==> src/common/ccmode_pkg.sv <==
// Package for the two-channel capture/compare mode block: offsets, fields, resets, modes.
// Assumes an APB slave with 32-bit data and one aligned word per register.
// Functional notes
// (RL1) Channel 2 direction: 00 output, 01 input two, 10 input one, 11 internal trigger.
// (RL2) Direction fields accept writes only while their channel is switched off.
// (RL3) Channel 2 internal-trigger capture works only when trigger select picks internal.
// (RL4) Clear-enable set lets an active external trigger level clear the channel 1 reference.
// (RL5) Three-bit mode drives active-high reference; outputs follow their own polarity bits.
// (RL6) Mode 000 frozen: comparisons leave the reference unchanged.
// (RL7) Mode 001 drives reference high on counter equal compare value.
// (RL8) Mode 010 drives reference low on counter equal compare value.
// (RL9) Mode 011 toggles reference on each counter equal compare value.
// (RL10) Mode 100 forces reference low, mode 101 forces it high.
// (RL11) PWM one: up high below compare; down low above compare, else high.
// (RL12) PWM two: up low below compare, else high; down chosen as mirror.
// (RL13) Mode field writes ignored while lock engaged and channel is an output.
// (RL14) PWM reference changes only on compare result change or leaving frozen mode.
// (RL15) Channel 2 preload and fast-response bits act like channel 1 ones.
// (RL16) Preload off: compare write immediate; on: transferred at update event.
// (RL17) Fast response in PWM: trigger edge counts as match, forcing compare level.
// (RL18) Write protection applies when lock level equals 3 and channel is output.
// (RL19) Channel 2 reference uses same eight modes with its own compare register.
package ccmode_pkg;

  localparam logic [11:0] MODE_OFFSET    = 12'h000;
  localparam logic [11:0] CMP1_OFFSET    = 12'h004;
  localparam logic [11:0] CMP2_OFFSET    = 12'h008;
  localparam logic [11:0] CTRL_OFFSET    = 12'h00C;
  localparam logic [11:0] STATUS_OFFSET  = 12'h010;

  localparam logic [15:0] MODE_RESET     = 16'h0000;
  localparam logic [15:0] CMP_RESET      = 16'h0000;
  localparam logic [1:0]  LOCK_PROTECT   = 2'h3;
  localparam logic [1:0]  DIR_OUTPUT     = 2'h0;
  localparam logic [1:0]  DIR_TRIGGER    = 2'h3;

  // Field positions inside the mode register
  localparam int CH2_CLEAR_POS   = 15;
  localparam int CH2_MODE_LSB    = 12;
  localparam int CH2_PRELOAD_POS = 11;
  localparam int CH2_FAST_POS    = 10;
  localparam int CH2_DIR_LSB     = 8;
  localparam int CH1_CLEAR_POS   = 7;
  localparam int CH1_MODE_LSB    = 4;
  localparam int CH1_PRELOAD_POS = 3;
  localparam int CH1_FAST_POS    = 2;
  localparam int CH1_DIR_LSB     = 0;

  // Control register positions
  localparam int CTRL_EN1_POS    = 0;
  localparam int CTRL_EN2_POS    = 1;
  localparam int CTRL_POL1_POS   = 2;
  localparam int CTRL_NPOL1_POS  = 3;
  localparam int CTRL_POL2_POS   = 4;
  localparam int CTRL_LOCK_LSB   = 8;
  localparam int CTRL_TRIGINT_POS = 10;
  localparam logic [10:0] CTRL_RESET = 11'h000;

  typedef enum logic [2:0] {
    MODE_FROZEN = 3'h0,
    MODE_SET    = 3'h1,
    MODE_CLEAR  = 3'h2,
    MODE_TOGGLE = 3'h3,
    MODE_LOW    = 3'h4,
    MODE_HIGH   = 3'h5,
    MODE_PWM1   = 3'h6,
    MODE_PWM2   = 3'h7
  } cmp_mode_t;

  typedef struct packed {
    logic [15:0] count;
    logic        countDown;
    logic        update;
    logic        trigEdge;
  } timer_in_t;

  typedef struct packed {
    logic [1:0] captureSel1;
    logic [1:0] captureSel2;
    logic       ref1;
    logic       ref2;
    logic       out1;
    logic       out1N;
    logic       out2;
  } cc_out_t;

endpackage : ccmode_pkg

==> src/hw/ccmode_core.sv <==
// Capture/compare mode control for channels 1 and 2 with APB register access.
// Assumes counter, direction, update and trigger-edge arrive from same-clock timer logic;
// the external clear pin is asynchronous and is synchronised here.
module ccmode_core
  import ccmode_pkg::*;
(
  input  wire logic        clock,
  input  wire logic        arst_n,
  input  wire logic        clkEn,
  input  wire logic        psel,
  input  wire logic        penable,
  input  wire logic        pwrite,
  input  wire logic [11:0] paddr,
  input  wire logic [31:0] pwdata,
  output logic      [31:0] prdata,
  output logic             pready,
  output logic             pslverr,
  input  wire timer_in_t   timerIn,
  input  wire logic        extTrigPin,
  output cc_out_t          ccOut
);

  logic [15:0] mode_reg;
  logic [10:0] ctrl_reg;
  logic [15:0] cmpShadow_reg [2];
  logic [15:0] cmpActive_reg [2];
  logic [1:0]  ref_reg;
  logic [1:0]  cmpLess_reg;
  logic [1:0]  frozenPrev_reg;
  logic [2:0]  extSync_reg;
  logic        extLevel_reg;
  cc_out_t     ccOut_reg;

  logic        wrEn;
  logic        lockOn;
  logic [15:0] mode_next;

  function automatic logic isPwm(input logic [2:0] m);
    return m[2] & m[1];
  endfunction : isPwm

  function automatic logic pwmLevel(input logic [2:0] m, input logic dn,
                                    input logic [15:0] c, input logic [15:0] r);
    logic lvl;
    lvl = dn ? !(c > r) : (c < r);
    return (m == MODE_PWM1) ? lvl : !lvl;
  endfunction : pwmLevel

  assign pready  = 1'b1;
  assign pslverr = 1'b0;
  assign wrEn    = psel & penable & pwrite & clkEn;
  assign lockOn  = ctrl_reg[CTRL_LOCK_LSB +: 2] == LOCK_PROTECT;

  always_comb begin
    mode_next = mode_reg;
    mode_next[CH1_CLEAR_POS] = pwdata[CH1_CLEAR_POS];
    mode_next[CH2_CLEAR_POS] = pwdata[CH2_CLEAR_POS];
    if (!(lockOn && mode_reg[CH1_DIR_LSB +: 2] == DIR_OUTPUT)) begin // [RL13] [RL18]
      mode_next[CH1_MODE_LSB +: 3] = pwdata[CH1_MODE_LSB +: 3];
      mode_next[CH1_PRELOAD_POS]   = pwdata[CH1_PRELOAD_POS];
      mode_next[CH1_FAST_POS]      = pwdata[CH1_FAST_POS];
    end
    if (!(lockOn && mode_reg[CH2_DIR_LSB +: 2] == DIR_OUTPUT)) begin // [RL18]
      mode_next[CH2_MODE_LSB +: 3] = pwdata[CH2_MODE_LSB +: 3];
      mode_next[CH2_PRELOAD_POS]   = pwdata[CH2_PRELOAD_POS]; // [RL15]
      mode_next[CH2_FAST_POS]      = pwdata[CH2_FAST_POS]; // [RL15]
    end
    if (!ctrl_reg[CTRL_EN1_POS]) begin // [RL2]
      mode_next[CH1_DIR_LSB +: 2] = pwdata[CH1_DIR_LSB +: 2];
    end
    if (!ctrl_reg[CTRL_EN2_POS]) begin // [RL2]
      mode_next[CH2_DIR_LSB +: 2] = pwdata[CH2_DIR_LSB +: 2];
    end
  end

  always_ff @(posedge clock or negedge arst_n) begin
    if (!arst_n) begin
      mode_reg <= MODE_RESET;
    end else if (wrEn && paddr == MODE_OFFSET) begin
      mode_reg <= mode_next;
    end
  end

  always_ff @(posedge clock or negedge arst_n) begin
    if (!arst_n) begin
      ctrl_reg <= CTRL_RESET;
    end else if (wrEn && paddr == CTRL_OFFSET) begin
      ctrl_reg <= pwdata[10:0];
    end
  end

  // Shadow holds software value; active copy is what the comparator sees
  for (genvar ch = 0; ch < 2; ch++) begin : gChan
    localparam int PL = (ch == 0) ? CH1_PRELOAD_POS : CH2_PRELOAD_POS;
    localparam int ML = (ch == 0) ? CH1_MODE_LSB : CH2_MODE_LSB;
    localparam int FP = (ch == 0) ? CH1_FAST_POS : CH2_FAST_POS;
    localparam int CP = (ch == 0) ? CH1_CLEAR_POS : CH2_CLEAR_POS;
    localparam logic [11:0] OFS = (ch == 0) ? CMP1_OFFSET : CMP2_OFFSET;
    logic        wrCmp;
    logic [2:0]  m;
    logic        match;
    logic        less;
    logic        lvl;
    assign wrCmp = wrEn && paddr == OFS;
    assign m     = mode_reg[ML +: 3];
    assign match = timerIn.count == cmpActive_reg[ch];
    // Raw comparison kept apart from the mode, so a PWM1/PWM2 swap alone moves nothing
    assign less  = pwmLevel(MODE_PWM1, timerIn.countDown, timerIn.count, cmpActive_reg[ch]);
    assign lvl   = pwmLevel(m, timerIn.countDown, timerIn.count, cmpActive_reg[ch]);

    always_ff @(posedge clock or negedge arst_n) begin
      if (!arst_n) begin
        cmpShadow_reg[ch] <= CMP_RESET;
        cmpActive_reg[ch] <= CMP_RESET;
      end else if (clkEn) begin
        if (wrCmp) begin
          cmpShadow_reg[ch] <= pwdata[15:0];
        end
        if (wrCmp && !mode_reg[PL]) begin
          cmpActive_reg[ch] <= pwdata[15:0]; // [RL16]
        end else if (mode_reg[PL] && timerIn.update) begin
          cmpActive_reg[ch] <= cmpShadow_reg[ch]; // [RL16] [RL15]
        end
      end
    end

    always_ff @(posedge clock or negedge arst_n) begin
      if (!arst_n) begin
        ref_reg[ch]        <= 1'b0;
        cmpLess_reg[ch]    <= 1'b0;
        frozenPrev_reg[ch] <= 1'b1;
      end else if (clkEn) begin
        cmpLess_reg[ch]    <= less;
        frozenPrev_reg[ch] <= m == MODE_FROZEN;
        if (mode_reg[CP] && extLevel_reg) begin
          ref_reg[ch] <= 1'b0; // [RL4]
        end else begin
          case (m) // [RL5] [RL19]
            MODE_FROZEN: ref_reg[ch] <= ref_reg[ch]; // [RL6]
            MODE_SET:    if (match) ref_reg[ch] <= 1'b1; // [RL7]
            MODE_CLEAR:  if (match) ref_reg[ch] <= 1'b0; // [RL8]
            MODE_TOGGLE: if (match) ref_reg[ch] <= !ref_reg[ch]; // [RL9]
            MODE_LOW:    ref_reg[ch] <= 1'b0; // [RL10]
            MODE_HIGH:   ref_reg[ch] <= 1'b1; // [RL10]
            MODE_PWM1, MODE_PWM2: begin
              // Fast response lets a trigger edge act as a match ahead of the compare
              if (mode_reg[FP] && timerIn.trigEdge) begin
                ref_reg[ch] <= (m == MODE_PWM1); // [RL17]
              end else if (less != cmpLess_reg[ch] || frozenPrev_reg[ch]) begin
                ref_reg[ch] <= lvl; // [RL11] [RL12] [RL14]
              end
            end
            default:     ref_reg[ch] <= ref_reg[ch];
          endcase
        end
      end
    end
  end

  // Only the agreeing second and third stages are looked at
  always_ff @(posedge clock or negedge arst_n) begin
    if (!arst_n) begin
      extSync_reg  <= 3'h0;
      extLevel_reg <= 1'b0;
    end else if (clkEn) begin
      extSync_reg <= {extSync_reg[1:0], extTrigPin};
      if (extSync_reg[1] == extSync_reg[2]) begin
        extLevel_reg <= extSync_reg[2];
      end
    end
  end

  always_ff @(posedge clock or negedge arst_n) begin
    if (!arst_n) begin
      ccOut_reg <= '0;
    end else if (clkEn) begin
      ccOut_reg.captureSel1 <= mode_reg[CH1_DIR_LSB +: 2];
      // Internal trigger mapping is meaningless unless the slave picks an internal input
      if (mode_reg[CH2_DIR_LSB +: 2] == DIR_TRIGGER && !ctrl_reg[CTRL_TRIGINT_POS]) begin
        ccOut_reg.captureSel2 <= DIR_OUTPUT; // [RL3]
      end else begin
        ccOut_reg.captureSel2 <= mode_reg[CH2_DIR_LSB +: 2]; // [RL1]
      end
      ccOut_reg.ref1  <= ref_reg[0];
      ccOut_reg.ref2  <= ref_reg[1];
      ccOut_reg.out1  <= ref_reg[0] ^ ctrl_reg[CTRL_POL1_POS]; // [RL5]
      ccOut_reg.out1N <= !ref_reg[0] ^ ctrl_reg[CTRL_NPOL1_POS]; // [RL5]
      ccOut_reg.out2  <= ref_reg[1] ^ ctrl_reg[CTRL_POL2_POS];
    end
  end
  assign ccOut = ccOut_reg;

  always_comb begin
    prdata = 32'h0000_0000;
    case (paddr)
      MODE_OFFSET:   prdata = {16'h0000, mode_reg};
      CMP1_OFFSET:   prdata = {16'h0000, cmpShadow_reg[0]};
      CMP2_OFFSET:   prdata = {16'h0000, cmpShadow_reg[1]};
      CTRL_OFFSET:   prdata = {21'h0, ctrl_reg};
      STATUS_OFFSET: prdata = {29'h0, extLevel_reg, ref_reg};
      default:       prdata = 32'h0000_0000;
    endcase
  end

  AST_MODE_LOW: assert property (@(posedge clock) disable iff (!arst_n) // [RL10]
    clkEn && mode_reg[CH1_MODE_LSB +: 3] == MODE_LOW |=> !ref_reg[0])
    else $error("forced low mode left reference high");

  AST_MODE_HIGH: assert property (@(posedge clock) disable iff (!arst_n) // [RL10]
    clkEn && mode_reg[CH1_MODE_LSB +: 3] == MODE_HIGH && !(mode_reg[CH1_CLEAR_POS] && extLevel_reg)
    |=> ref_reg[0])
    else $error("forced high mode left reference low");

  AST_FROZEN: assert property (@(posedge clock) disable iff (!arst_n) // [RL6]
    mode_reg[CH1_MODE_LSB +: 3] == MODE_FROZEN && !(mode_reg[CH1_CLEAR_POS] && extLevel_reg)
    |=> $stable(ref_reg[0]))
    else $error("frozen reference changed");

  AST_SET_MATCH: assert property (@(posedge clock) disable iff (!arst_n) // [RL7]
    clkEn && mode_reg[CH1_MODE_LSB +: 3] == MODE_SET && gChan[0].match && !extLevel_reg
    |=> ref_reg[0])
    else $error("match did not set reference");

  AST_CLR_MATCH: assert property (@(posedge clock) disable iff (!arst_n) // [RL8]
    clkEn && mode_reg[CH1_MODE_LSB +: 3] == MODE_CLEAR && gChan[0].match |=> !ref_reg[0])
    else $error("match did not clear reference");

  AST_TOGGLE: assert property (@(posedge clock) disable iff (!arst_n) // [RL9]
    clkEn && mode_reg[CH1_MODE_LSB +: 3] == MODE_TOGGLE && gChan[0].match && !extLevel_reg
    |=> ref_reg[0] != $past(ref_reg[0]))
    else $error("match did not toggle reference");

  AST_EXT_CLEAR: assert property (@(posedge clock) disable iff (!arst_n) // [RL4]
    clkEn && mode_reg[CH1_CLEAR_POS] && extLevel_reg |=> !ref_reg[0])
    else $error("external clear ignored");

  AST_DIR_LOCK: assert property (@(posedge clock) disable iff (!arst_n) // [RL2]
    ctrl_reg[CTRL_EN1_POS] |=> mode_reg[1:0] == $past(mode_reg[1:0]))
    else $error("direction changed while channel on");

  AST_MODE_LOCK: assert property (@(posedge clock) disable iff (!arst_n) // [RL13]
    lockOn && mode_reg[1:0] == DIR_OUTPUT |=> $stable(mode_reg[6:4]))
    else $error("locked mode field changed");

  AST_PRELOAD: assert property (@(posedge clock) disable iff (!arst_n) // [RL16]
    clkEn && !mode_reg[CH1_PRELOAD_POS] && wrEn && paddr == CMP1_OFFSET
    |=> cmpActive_reg[0] == $past(pwdata[15:0]))
    else $error("immediate compare write lost");

  AST_PRELOAD_HOLD: assert property (@(posedge clock) disable iff (!arst_n) // [RL16]
    mode_reg[CH1_PRELOAD_POS] && !timerIn.update |=> $stable(cmpActive_reg[0]))
    else $error("preloaded compare value moved without update");

  AST_PRELOAD_UPD: assert property (@(posedge clock) disable iff (!arst_n) // [RL16]
    clkEn && mode_reg[CH1_PRELOAD_POS] && timerIn.update
    |=> cmpActive_reg[0] == $past(cmpShadow_reg[0]))
    else $error("update event did not load compare value");

  AST_CH2_PRELOAD: assert property (@(posedge clock) disable iff (!arst_n) // [RL15]
    mode_reg[CH2_PRELOAD_POS] && !timerIn.update |=> $stable(cmpActive_reg[1]))
    else $error("channel 2 preload ignored");

  AST_PWM1_UP: assert property (@(posedge clock) disable iff (!arst_n) // [RL11]
    clkEn && mode_reg[CH1_MODE_LSB +: 3] == MODE_PWM1 && !timerIn.countDown
    && timerIn.count < cmpActive_reg[0] && !cmpLess_reg[0]
    && !(mode_reg[CH1_CLEAR_POS] && extLevel_reg) |=> ref_reg[0])
    else $error("pwm one up count left reference low");

  AST_PWM1_UP_LOW: assert property (@(posedge clock) disable iff (!arst_n) // [RL11]
    clkEn && mode_reg[CH1_MODE_LSB +: 3] == MODE_PWM1 && !timerIn.countDown
    && timerIn.count >= cmpActive_reg[0] && cmpLess_reg[0]
    && !(mode_reg[CH1_FAST_POS] && timerIn.trigEdge) |=> !ref_reg[0])
    else $error("pwm one up count left reference high");

  AST_PWM1_DOWN: assert property (@(posedge clock) disable iff (!arst_n) // [RL11]
    clkEn && mode_reg[CH1_MODE_LSB +: 3] == MODE_PWM1 && timerIn.countDown
    && timerIn.count > cmpActive_reg[0] && cmpLess_reg[0]
    && !(mode_reg[CH1_FAST_POS] && timerIn.trigEdge) |=> !ref_reg[0])
    else $error("pwm one down count left reference high");

  AST_PWM2_UP: assert property (@(posedge clock) disable iff (!arst_n) // [RL12]
    clkEn && mode_reg[CH1_MODE_LSB +: 3] == MODE_PWM2 && !timerIn.countDown
    && timerIn.count < cmpActive_reg[0] && !cmpLess_reg[0] |=> !ref_reg[0])
    else $error("pwm two up count left reference high");

  AST_PWM2_UP_HIGH: assert property (@(posedge clock) disable iff (!arst_n) // [RL12]
    clkEn && mode_reg[CH1_MODE_LSB +: 3] == MODE_PWM2 && !timerIn.countDown
    && timerIn.count >= cmpActive_reg[0] && cmpLess_reg[0]
    && !(mode_reg[CH1_FAST_POS] && timerIn.trigEdge)
    && !(mode_reg[CH1_CLEAR_POS] && extLevel_reg) |=> ref_reg[0])
    else $error("pwm two up count left reference low");

  AST_PWM_ENTRY: assert property (@(posedge clock) disable iff (!arst_n) // [RL14]
    clkEn && mode_reg[CH1_MODE_LSB +: 3] == MODE_PWM1 && frozenPrev_reg[0] && !timerIn.countDown
    && timerIn.count < cmpActive_reg[0] && !(mode_reg[CH1_CLEAR_POS] && extLevel_reg)
    |=> ref_reg[0])
    else $error("reference not refreshed on leaving frozen mode");

  AST_PWM_HOLD: assert property (@(posedge clock) disable iff (!arst_n) // [RL14]
    clkEn && isPwm(mode_reg[CH1_MODE_LSB +: 3]) && !frozenPrev_reg[0]
    && gChan[0].less == cmpLess_reg[0] && !(mode_reg[CH1_FAST_POS] && timerIn.trigEdge)
    && !(mode_reg[CH1_CLEAR_POS] && extLevel_reg) |=> $stable(ref_reg[0]))
    else $error("pwm reference moved without a comparison change");

  AST_FAST_PWM1: assert property (@(posedge clock) disable iff (!arst_n) // [RL17]
    clkEn && mode_reg[CH1_MODE_LSB +: 3] == MODE_PWM1 && mode_reg[CH1_FAST_POS] && timerIn.trigEdge
    && !(mode_reg[CH1_CLEAR_POS] && extLevel_reg) |=> ref_reg[0])
    else $error("fast trigger did not force pwm one level");

  AST_FAST_PWM2: assert property (@(posedge clock) disable iff (!arst_n) // [RL17]
    clkEn && mode_reg[CH1_MODE_LSB +: 3] == MODE_PWM2 && mode_reg[CH1_FAST_POS] && timerIn.trigEdge
    |=> !ref_reg[0])
    else $error("fast trigger did not force pwm two level");

  AST_EXT_OFF: assert property (@(posedge clock) disable iff (!arst_n) // [RL4]
    clkEn && !mode_reg[CH1_CLEAR_POS] && extLevel_reg
    && mode_reg[CH1_MODE_LSB +: 3] == MODE_HIGH |=> ref_reg[0])
    else $error("disabled external clear still acted");

  AST_CAPSEL2: assert property (@(posedge clock) disable iff (!arst_n) // [RL1]
    clkEn && (mode_reg[CH2_DIR_LSB +: 2] != DIR_TRIGGER || ctrl_reg[CTRL_TRIGINT_POS])
    |=> ccOut_reg.captureSel2 == $past(mode_reg[CH2_DIR_LSB +: 2]))
    else $error("channel 2 capture selection not applied");

  AST_TRIG_GATE: assert property (@(posedge clock) disable iff (!arst_n) // [RL3]
    clkEn && mode_reg[CH2_DIR_LSB +: 2] == DIR_TRIGGER && !ctrl_reg[CTRL_TRIGINT_POS]
    |=> ccOut_reg.captureSel2 != DIR_TRIGGER)
    else $error("internal trigger capture used without internal trigger select");

  AST_OUT_POL: assert property (@(posedge clock) disable iff (!arst_n) // [RL5]
    clkEn |=> ccOut_reg.out1 == ($past(ref_reg[0]) ^ $past(ctrl_reg[CTRL_POL1_POS])))
    else $error("true output polarity wrong");

  AST_OUTN_POL: assert property (@(posedge clock) disable iff (!arst_n) // [RL5]
    clkEn |=> ccOut_reg.out1N == (!$past(ref_reg[0]) ^ $past(ctrl_reg[CTRL_NPOL1_POS])))
    else $error("complementary output polarity wrong");

  AST_CH2_SET: assert property (@(posedge clock) disable iff (!arst_n) // [RL19]
    clkEn && mode_reg[CH2_MODE_LSB +: 3] == MODE_SET && gChan[1].match
    && !(mode_reg[CH2_CLEAR_POS] && extLevel_reg) |=> ref_reg[1])
    else $error("channel 2 match did not set reference");

  AST_CH2_LOW: assert property (@(posedge clock) disable iff (!arst_n) // [RL19]
    clkEn && mode_reg[CH2_MODE_LSB +: 3] == MODE_LOW |=> !ref_reg[1])
    else $error("channel 2 forced low mode left reference high");

  AST_DIR2_LOCK: assert property (@(posedge clock) disable iff (!arst_n) // [RL2]
    ctrl_reg[CTRL_EN2_POS] |=> $stable(mode_reg[CH2_DIR_LSB +: 2]))
    else $error("channel 2 direction changed while channel on");

  AST_MODE2_LOCK: assert property (@(posedge clock) disable iff (!arst_n) // [RL18]
    lockOn && mode_reg[CH2_DIR_LSB +: 2] == DIR_OUTPUT
    |=> $stable(mode_reg[CH2_MODE_LSB +: 3]))
    else $error("locked channel 2 mode field changed");

endmodule : ccmode_core

==> config.mk <==
export PLATFORM = sky130hd
export DESIGN_NAME = ccmode_core
export DESIGN_NICKNAME = d
export VERILOG_FILES = /design/src/common/ccmode_pkg.sv /design/src/hw/ccmode_core.sv
export SDC_FILE = /design/constraint.sdc
export NUM_CORES = 1
export LEC_CHECK = 0
export ABC_AREA = 0
export BUFFER_PORTS_ARGS = -buffer_cell sky130_fd_sc_hd__buf_2
export CAP_MARGIN = 20
export CORE_ASPECT_RATIO = 1.75
export CORE_MARGIN = 3
export CORE_UTILIZATION = 45
export CTS_BUF_LIST = sky130_fd_sc_hd__clkbuf_4 sky130_fd_sc_hd__clkbuf_8
export DETAILED_ROUTE_END_ITERATION = 10
export GPL_TIMING_DRIVEN = 0
export PLACE_DENSITY = 0.69
export SYNTH_ARGS = -nofsm -noshare
export SYNTH_HDL_FRONTEND = slang
export SYNTH_SLANG_ARGS = --single-unit
==> constraint.sdc <==
create_clock -name clock -period 2.6 [get_ports clock]
set_input_delay 0.65 -clock clock [delete_from_list [all_inputs] [get_ports clock]]
set_output_delay 0.65 -clock clock [all_outputs]
set_load 0.01 [all_outputs]
# [Word-level counts from Yosys, hierarchy flattened]
# Index checks and enable logic that the tools add are counted.
[totals] reg_bits=110 output_inout_bits=43 elab_cells=144
[op_classes] n_lt_le_gt_ge=4 eq_ne=35 mux=24 n_bitwise=10 n_reduce_logical=46
[ops] cell="$pmux W16 S5" n=1
[ops] cell="$mux W16" n=4
[ops] cell="$eq A16 B16 Y1" n=2
[ops] cell="$gt A16 B16 Y1" n=2
[ops] cell="$lt A16 B16 Y1" n=2
[ops] cell="$eq A12 B4 Y1 const B" n=2
[ops] cell="$eq A3 B3 Y1 const B" n=8
[ops] cell="$ne A3 B3 Y1 const B" n=6
[ops] cell="$reduce_and A2 Y1" n=9
[ops] cell="$mux W1" n=16
[ops] cell="$logic_and A1 B1 Y1" n=15
[ops] cell="$eq A12 B3 Y1 const B" n=1
[ops] cell="$eq A12 B5 Y1 const B" n=1
[ops] cell="$eq A3 B2 Y1 const B" n=4
[ops] cell="$logic_not A12 Y1" n=1
[ops] cell="$pmux W1 S6" n=2
[ops] cell="$reduce_and A6 Y1" n=2
[ops] cell="$logic_not A1 Y1" n=9
[ops] cell="$ne A4 B4 Y1 const B" n=2
[ops] cell="$eq A3 B1 Y1 const B" n=2
[ops] cell="$logic_not A3 Y1" n=2
[ops] cell="$eq A2 B2 Y1 const B" n=2
[ops] cell="$logic_not A2 Y1" n=2
[ops] cell="$ne A2 B1 Y1 const B" n=2
[ops] cell="other kinds (9)" n=20

# [Logic depth before layout (Yosys ltp)]
# Gate-level depths: netlist of the first run.
[logic_depth] ltp_word=9 ltp_mapped=9 mapped_depth_nobuf=9

# [Worst setup path before layout of the first run]
# OpenSTA, ideal clock, no wires.
[synth_timing] path_type="input port to flip-flop" from="input timerIn[18] (netlist name)" to="register ref_reg[1]" setup_ns=0.122 t_arrival_ns=2.483 t_required_ns=2.478 path_slack_ns=-0.006 path_stages=8 cell_sequence="ha_1 > nand4_1 > or4_1 > or2_1 > o32a_2 > a2111oi_2 > a21oi_2 > o2bb2ai_1"
[synth_between] elab_chain_cells=9 elab_cells_between_ends=18 cone_classes="2 x order compare; 6 x eq/ne; 6 x mux; 4 x reduce/logical"
[synth_lines] element="start: declaration" line="ccmode_core.sv:18" source="input wire timer_in_t timerIn,"
[synth_lines] element="$gt A16 B16 Y1" line="ccmode_core.sv:45" source="lvl = dn ? !(c > r) : (c < r);"
[synth_lines] element="$logic_not A1 Y1" line="ccmode_core.sv:45"
[synth_lines] element="$mux W1" line="ccmode_core.sv:45"
[synth_lines] element="$logic_not A1 Y1" line="ccmode_core.sv:46" source="return (m == MODE_PWM1) ? lvl : !lvl;"
[synth_lines] element="$mux W1" line="ccmode_core.sv:46"
[synth_lines] element="$mux W1" line="ccmode_core.sv:149" source="end else if (less != cmpLess_reg[ch] || frozenPrev_reg[ch]) begin"
[synth_lines] element="$mux W1" line="ccmode_core.sv:147" source="if (mode_reg[FP] && timerIn.trigEdge) begin"
[synth_lines] element="$pmux W1 S6" line="ccmode_core.sv:138" source="case (m)"
[synth_lines] element="$mux W1" line="ccmode_core.sv:135" source="if (mode_reg[CP] && extLevel_reg) begin"
[synth_lines] element="end signal: indexed assignment" line="ccmode_core.sv:139" source="MODE_FROZEN: ref_reg[ch] <= ref_reg[ch];"
[synth_lines] element="end signal: indexed assignment" line="ccmode_core.sv:148" source="ref_reg[ch] <= (m == MODE_PWM1);"
[synth_lines] element="end signal: indexed assignment" line="ccmode_core.sv:150" source="ref_reg[ch] <= lvl;"
[synth_lines] element="end: declaration" line="ccmode_core.sv:27" source="logic [1:0] ref_reg;"
# Parallel ways exist; a longest one is shown, timed or not. The select of a mux whose other input is x is not followed.
# A chain may end at the register's enable or synchronous reset.

# [Final worst setup path of the first run]
[layout_timing] from="input paddr[3]" to="output prdata[8]"
[layout_between] elab_chain_cells=2 elab_cells_between_ends=6 cone_classes="4 x eq/ne; 1 x mux; 1 x reduce/logical"
[layout_lines] element="start: declaration" line="ccmode_core.sv:13" source="input wire logic [11:0] paddr,"
[layout_lines] element="$eq A12 B5 Y1, or another cell as far along" line="ccmode_core.sv:195" source="case (paddr)"
[layout_lines] element="$pmux W16 S5 *" line="ccmode_core.sv:195"
[layout_lines] element="end: declaration" line="ccmode_core.sv:15" source="output logic [31:0] prdata,"
# Mark *: on every way between the ends. The rest lies on a longest branch, timed or not.

==> metrics.txt, run 1 <==
status=completed; Worst path most repeated cell=buf_2; critical path startpoint category=input pin; syn_area_per_cell=roughly 11 sq um; EDFF count, synth=0; I/O Buffers=slightly below 80; Critical Path Max Stage Delay=0.53 ns; CP endpoint kind=output pin; Setup violations, final=0; mean routed wirelength per cell=19.01 microns; Antenna diodes=0; htree depth=3; Layout Nets=around 770; DP Wirelength=12.65 mm; Detail Route Antenna Nets=0; Critical Path AT=1.92 ns; clock buffer count from CTS=9; root cell of the clock tree=clkbuf_8; Setup CP Type=input pin to output pin; synth warn=0; worst-path maximum fanout=10; asr flop ratio synth=100.0%; die height=159.9 microns; DRT Pass-1 Iters=4; Netlist Area Pre-Place=6092 sq um; FF-to-FF path depth=9; setup TNS=0 ns; Pwr Density=about 440 nW/um^2; Core Util, Final=a little over half; # rows=between 50 and 60; DR DRC count=0; fmax=389.2 MHz; top_reg_cell synth=dfrtp_1; CTS Sinks=110; I/O pins=113; effective utilization at floorplan=46.59%; cell accounting for the most synthesized area=dfrtp_1; Max VDD drop=around 300 uV; chip width=about 94 microns; top-area cell type share of the netlist area=44.36%; reg2reg end=ref_reg[1]; RR Startpoint=cmpActive_reg[15]; Final Hold Viols=0; worst skew pair latency=0.38 ns; synthesis-to-layout area growth=16.76%; Max-Cap Viols=0; GRT overflow=0; Hold-fix buffers, CTS=0; Critical Path RT=1.95 ns; Vias=approximately 4700; initial antenna violation count=0; gp weighted congestion=approximately 0.88; Via-to-Cell Ratio=about 5.5; first-pass GRT wire length=around 25 mm; most common cell in the netlist=dfrtp_1; crit share post-route=98.82%; Final Cell Area=a little over 7000 sq um; Slew Limit Fails=0; Clock transition at path regs=roughly 0.11 ns; actual slew at the worst max-slew pin=0.7451 ns; core region area=13080 sq um; Distinct cells, synth=between 50 and 60; relative slew slack=between 50% and 60%; final wirelength=16.02 mm; layout cell share with drive strength beyond 1=around a third; Area contributors post-synth=dfrtp_1 44%, mux2_2 13%, ha_1 6.6%; Non-Filler Instances=843; clock tree buffer depth=2; placed cells=between 800 and 900; Mapped Cells=558; Hold Path Class=input pin to async pin; P_leak=3.355 nW; CTS tree=yes; RSZ-0062 raised after global routing=yes; flops & latches, synth=110; Largest delay share family, worst path=buffers and inverters; final hold slack=~0.33 ns; vias in the first global route=~4900; Tot GR Track Use=around 22%; largest net degree at the start of global routing=between 50 and 60; worst path bufs/invs=3; Starting DRT DRC Count=~290; Die ar.=between 15000 and 20000 sq um; slowest stage cell on the critical path=mux4_2; cell breakdown of the critical path=buf_2 -> buf_2 -> mux4_2 -> nor2b_1 -> buf_2; Post-Place Cell Area=6810 sq um; Reg2Reg Setup Slack=roughly 0.07 ns; Period minus WS final=between 2 and 3 ns; Clock Skew=about 0.013 ns; top cells by count, synth=108 x dfrtp_1, 69 x mux2_2, 43 x inv_1; sequential fraction of the synthesis area=45.22%
==> cells in the final DEF, fill, tap and decap left out, types with 3 or more instances in the layout <==
cell,count
dfrtp_1,108
buf_2,81
mux2_2,69
inv_1,43
nand2_1,36
a21oi_1,32
ha_1,32
nor2_1,28
buf_4,25
mux2i_1,22
conb_1,18
o21ai_1,17
o22ai_1,16
a31oi_1,16
nor2b_1,12
mux4_2,11
o21ai_0,11
clkbuf_8,10
nand4_1,9
clkbuf_1,9
nand3_1,4
o211ai_1,4
xnor2_1,4
and2_1,3
o22ai_2,3
o2bb2ai_1,3
nor3_1,3
==> worst register-to-register path, delay by kind of cell, from the launching register on <==
kind / cells / cell delay (ns)
compound gates: 4 / 0.71
fa+ha+maj: 1 / 0.31
buf+inv: 1 / 0.05
flops: 1 / 0.36
simple gates: 3 / 1.04
==> logic make-up after synthesis <==
logic type | Yosys count | synth area share (%)
compound gates | 117 | 11.77
xor+xnor | 5 | 0.7188
fa+ha+maj | 32 | 6.572
buf+inv | 83 | 6.531
flops | 110 | 45.22
mux | 102 | 20.44
other cells | 2 | 0.1233
simple gates | 107 | 8.626
==> worst max-delay path by stage <==
stage / startpoint / slack [ns] / cells past startpoint / to
after floorplan: timerIn[18] / 0.003 / 8 / ref_reg[1]
after global placement: paddr[2] / -0.65 / 8 / prdata[15]
after detailed placement: paddr[2] / -0.71 / 8 / prdata[15]
after CTS: paddr[9] / 0.006 / 6 / prdata[2]
after global routing: cmpActive_reg[15] / -0.03 / 9 / ref_reg[1]
final: paddr[3] / 0.03 / 5 / prdata[8]
==> layout make-up <==
cell class	count	area, sq um
clock buffer	10	131.4
sequential	110	2755
tap	171	214.0
clock inverter	6	68.82
timing repair buffer	82	442.9
fill	1176	5962
buffer	40	262.8
inverter	43	161.4
multi-input combinational	381	3077
==> power by group <==
part / switching, W / internal (W)
combinational: 0.000172 / 0.000122
clock: 0.000592 / 0.000464
sequential: 0.0000212 / 0.00173
total: 0.000785 / 0.00232
==> what timing repair did <==
item | in CTS | in global routing
pin swaps | 2 | 3
buffers inserted | 2 | 1
setup endpoints to repair | 24 | 10
resized for setup | 15 | 6
==> through the flow <==
step                setup slack [ns]  total power (W)
floorplan                   0.003296         0.001922
global placement             -0.6497         0.002055
detailed placement           -0.7100         0.002073
CTS                         0.005513         0.003117
global route                -0.02722         0.003229
finish                       0.03055         0.003102
==> per-layer routing <==
metal,vias up,global-route usage (%),routed length (microns)
met5,-,0,0
met4,0,10.72,736
met3,42,3.440,768
met2,152,38.30,8426
met1,2299,25.49,6092
li1,2185,-,-
No activity file was read; power rests on OpenSTA's default activity.
==> run 2, diff against run 1 <==
--- a/config.mk
+++ b/config.mk
@@ -8,13 +8,15 @@
 export ABC_AREA = 0
 export BUFFER_PORTS_ARGS = -buffer_cell sky130_fd_sc_hd__buf_2
 export CAP_MARGIN = 20
+export CELL_PAD_IN_SITES_DETAIL_PLACEMENT = 0
+export CELL_PAD_IN_SITES_GLOBAL_PLACEMENT = 1
 export CORE_ASPECT_RATIO = 1.75
 export CORE_MARGIN = 3
-export CORE_UTILIZATION = 45
+export CORE_UTILIZATION = 41
 export CTS_BUF_LIST = sky130_fd_sc_hd__clkbuf_4 sky130_fd_sc_hd__clkbuf_8
 export DETAILED_ROUTE_END_ITERATION = 10
 export GPL_TIMING_DRIVEN = 0
-export PLACE_DENSITY = 0.69
+export PLACE_DENSITY_LB_ADDON = 0.1
 export SYNTH_ARGS = -nofsm -noshare
 export SYNTH_HDL_FRONTEND = slang
 export SYNTH_SLANG_ARGS = --single-unit
==> run 2 against run 1 <==
Effect of this change:
- fmax up 0.96%
- utilization down 4.6 points
- clock power down 4%
- register-to-register slack better by 0.03 ns
- sequential cell count unchanged
- hold slack worse by 0.079 ns
- sequential power about the same
- power down 0.98%
- routed wire length up 1.8%
==> metrics.txt, run 2 (synthesized netlist as in run 1, its figures left out) <==
Detail Route Antenna Nets=0; clock buffer count from CTS=9; Max VDD drop=314.8 uV; actual slew at the worst max-slew pin=about 0.72 ns; crit share post-route=97.89%; fmax=392.9 MHz; die height=between 150 and 200 microns; clock tree buffer depth=2; largest net degree at the start of global routing=72; Antenna diodes=0; most common cell after layout, fill and taps aside=dfrtp_1; worst-path maximum fanout=10; CTS Sinks=between 100 and 150; most frequent cells in the layout=108 x dfrtp_1, 80 x buf_2, 69 x mux2_2, 43 x inv_1, 35 x nand2_1; root cell of the clock tree=clkbuf_8; Slew Limit Fails=0; critical path startpoint category=input pin; htree depth=3; Layout Nets=between 700 and 800; relative slew slack=a little over half; # rows=58; Largest delay share family, worst path=simple AND/OR/NAND/NOR gates; RR Startpoint=cmpActive_reg[10]; Clock Skew=0.01025 ns; Critical Path RT=1.95 ns; Vias=between 4000 and 5000; initial antenna violation count=0; Period minus WS final=around 2.5 ns; CTS tree=yes; chip width=98.15 microns; cell breakdown of the critical path=buf_2 -> nor4_4 -> nand4b_4 -> clkbuf_8 -> nor2_1 -> buf_2; core region area=roughly 14000 sq um; Die ar.=approximately 16000 sq um; Via-to-Cell Ratio=5.266; Starting DRT DRC Count=about 180; I/O Buffers=78; Tot GR Track Use=20.25%; Critical Path AT=1.90 ns; layout cell share with drive strength beyond 1=between 30% and 40%; GRT overflow=0; Hold Path Class=input pin to async pin; effective utilization at floorplan=42.19%; CP endpoint kind=output pin; final hold slack=0.2545 ns; Core Util, Final=about half; vias in the first global route=~4700; DRT Pass-1 Iters=4; Overall Power=roughly 0.0031 W; DP Wirelength=around 13 mm; worst path bufs/invs=3; Setup violations, final=0; Critical Path Max Stage Delay=roughly 0.35 ns; I/O pins=roughly 110; final worst setup slack=0.05486 ns; Pwr Density=roughly 430 nW/um^2; mean routed wirelength per cell=~19 microns; gp weighted congestion=roughly 0.87; Setup CP Type=input pin to output pin; first-pass GRT wire length=approximately 26 mm; P_leak=~3.4 nW; Hold-fix buffers, CTS=0; synthesis-to-layout area growth=18.07%; slowest stage cell on the critical path=nor4_4; worst skew pair latency=around 0.37 ns; worst slack, placed=-0.7023 ns; status=completed; RSZ-0062 raised after global routing=yes; final wirelength=between 15 and 20 mm; Clock transition at path regs=0.10 ns; Final Hold Viols=0; DR DRC count=0; Critical path origin=paddr[10]; Max-Cap Viols=0; Worst path most repeated cell=buf_2
run 2: cell count changes in the layout (fill, tap and decap cells not counted), sizes merged:
cell	change
clkbuf	-1
clkinv	-1
buf	+8
run 2: worst register-to-register path, delay by kind of cell (launching register included):
family / cells / cell delay [ns]
buffers and inverters: 5 / 0.61
AO/OA/AOI/OAI: 3 / 0.55
AND/OR/NAND/NOR: 3 / 0.38
flip-flops: 1 / 0.36
adder cells (fa/ha/maj): 1 / 0.29
XOR/XNOR: 1 / 0.20
run 2: path summary, 6_finish.rpt:
kind	end	slack, ns	depth (start not counted)
max	prdata[15]	0.05	6
min	mode_reg[13]	0.25	1
max reg2reg	ref_reg[1]	0.10	13
min reg2reg	cmpActive_reg[5]	0.49	2
max in group asynchronous	mode_reg[7]	1.58	2
min in group clock	cmpActive_reg[5]	0.49	2
run 2: where the power goes:
group          switching, W  internal, W
sequential        0.0000209      0.00173
clock              0.000578     0.000441
combinational      0.000175     0.000126
run 2: layout make-up:
class                   instances  area, sq um
repair buffers                 90        503.0
flip-flops and latches        110         2755
fillers                      1404         7248
clock inverters                 5        60.06
multi-input cells             381         3098
plain buffers                  40        266.5
inverters                      43        161.4
clock buffers                   9        123.9
well taps                     180        225.2
run 2: what timing repair did:
item	in CTS	in global routing
setup buffers	7	4
resized for setup	16	12
hold endpoints to repair	0	0
pin swaps	4	5
setup endpoints to repair	48	16
run 2: metrics by stage:
stage	setup TNS [ns]	area, sq um	instances
floorplan	0	6176	574
global placement	-81.33	6792	832
detailed placement	-43.90	6822	833
CTS	0	7119	854
global route	-0.03370	7193	858
finish	0	7193	858
run 2: routing by layer:
layer  part of all wire [%]  routed length (microns)  track usage, %  vias up
met1                     39                     6425           23.74     2208
li1                       -                        -               -     2200
met5                      0                        0               0        -
met3                    3.3                      546           2.334        9
met4                   0.87                      142           4.043        0
met2                     56                     9203           39.20      101
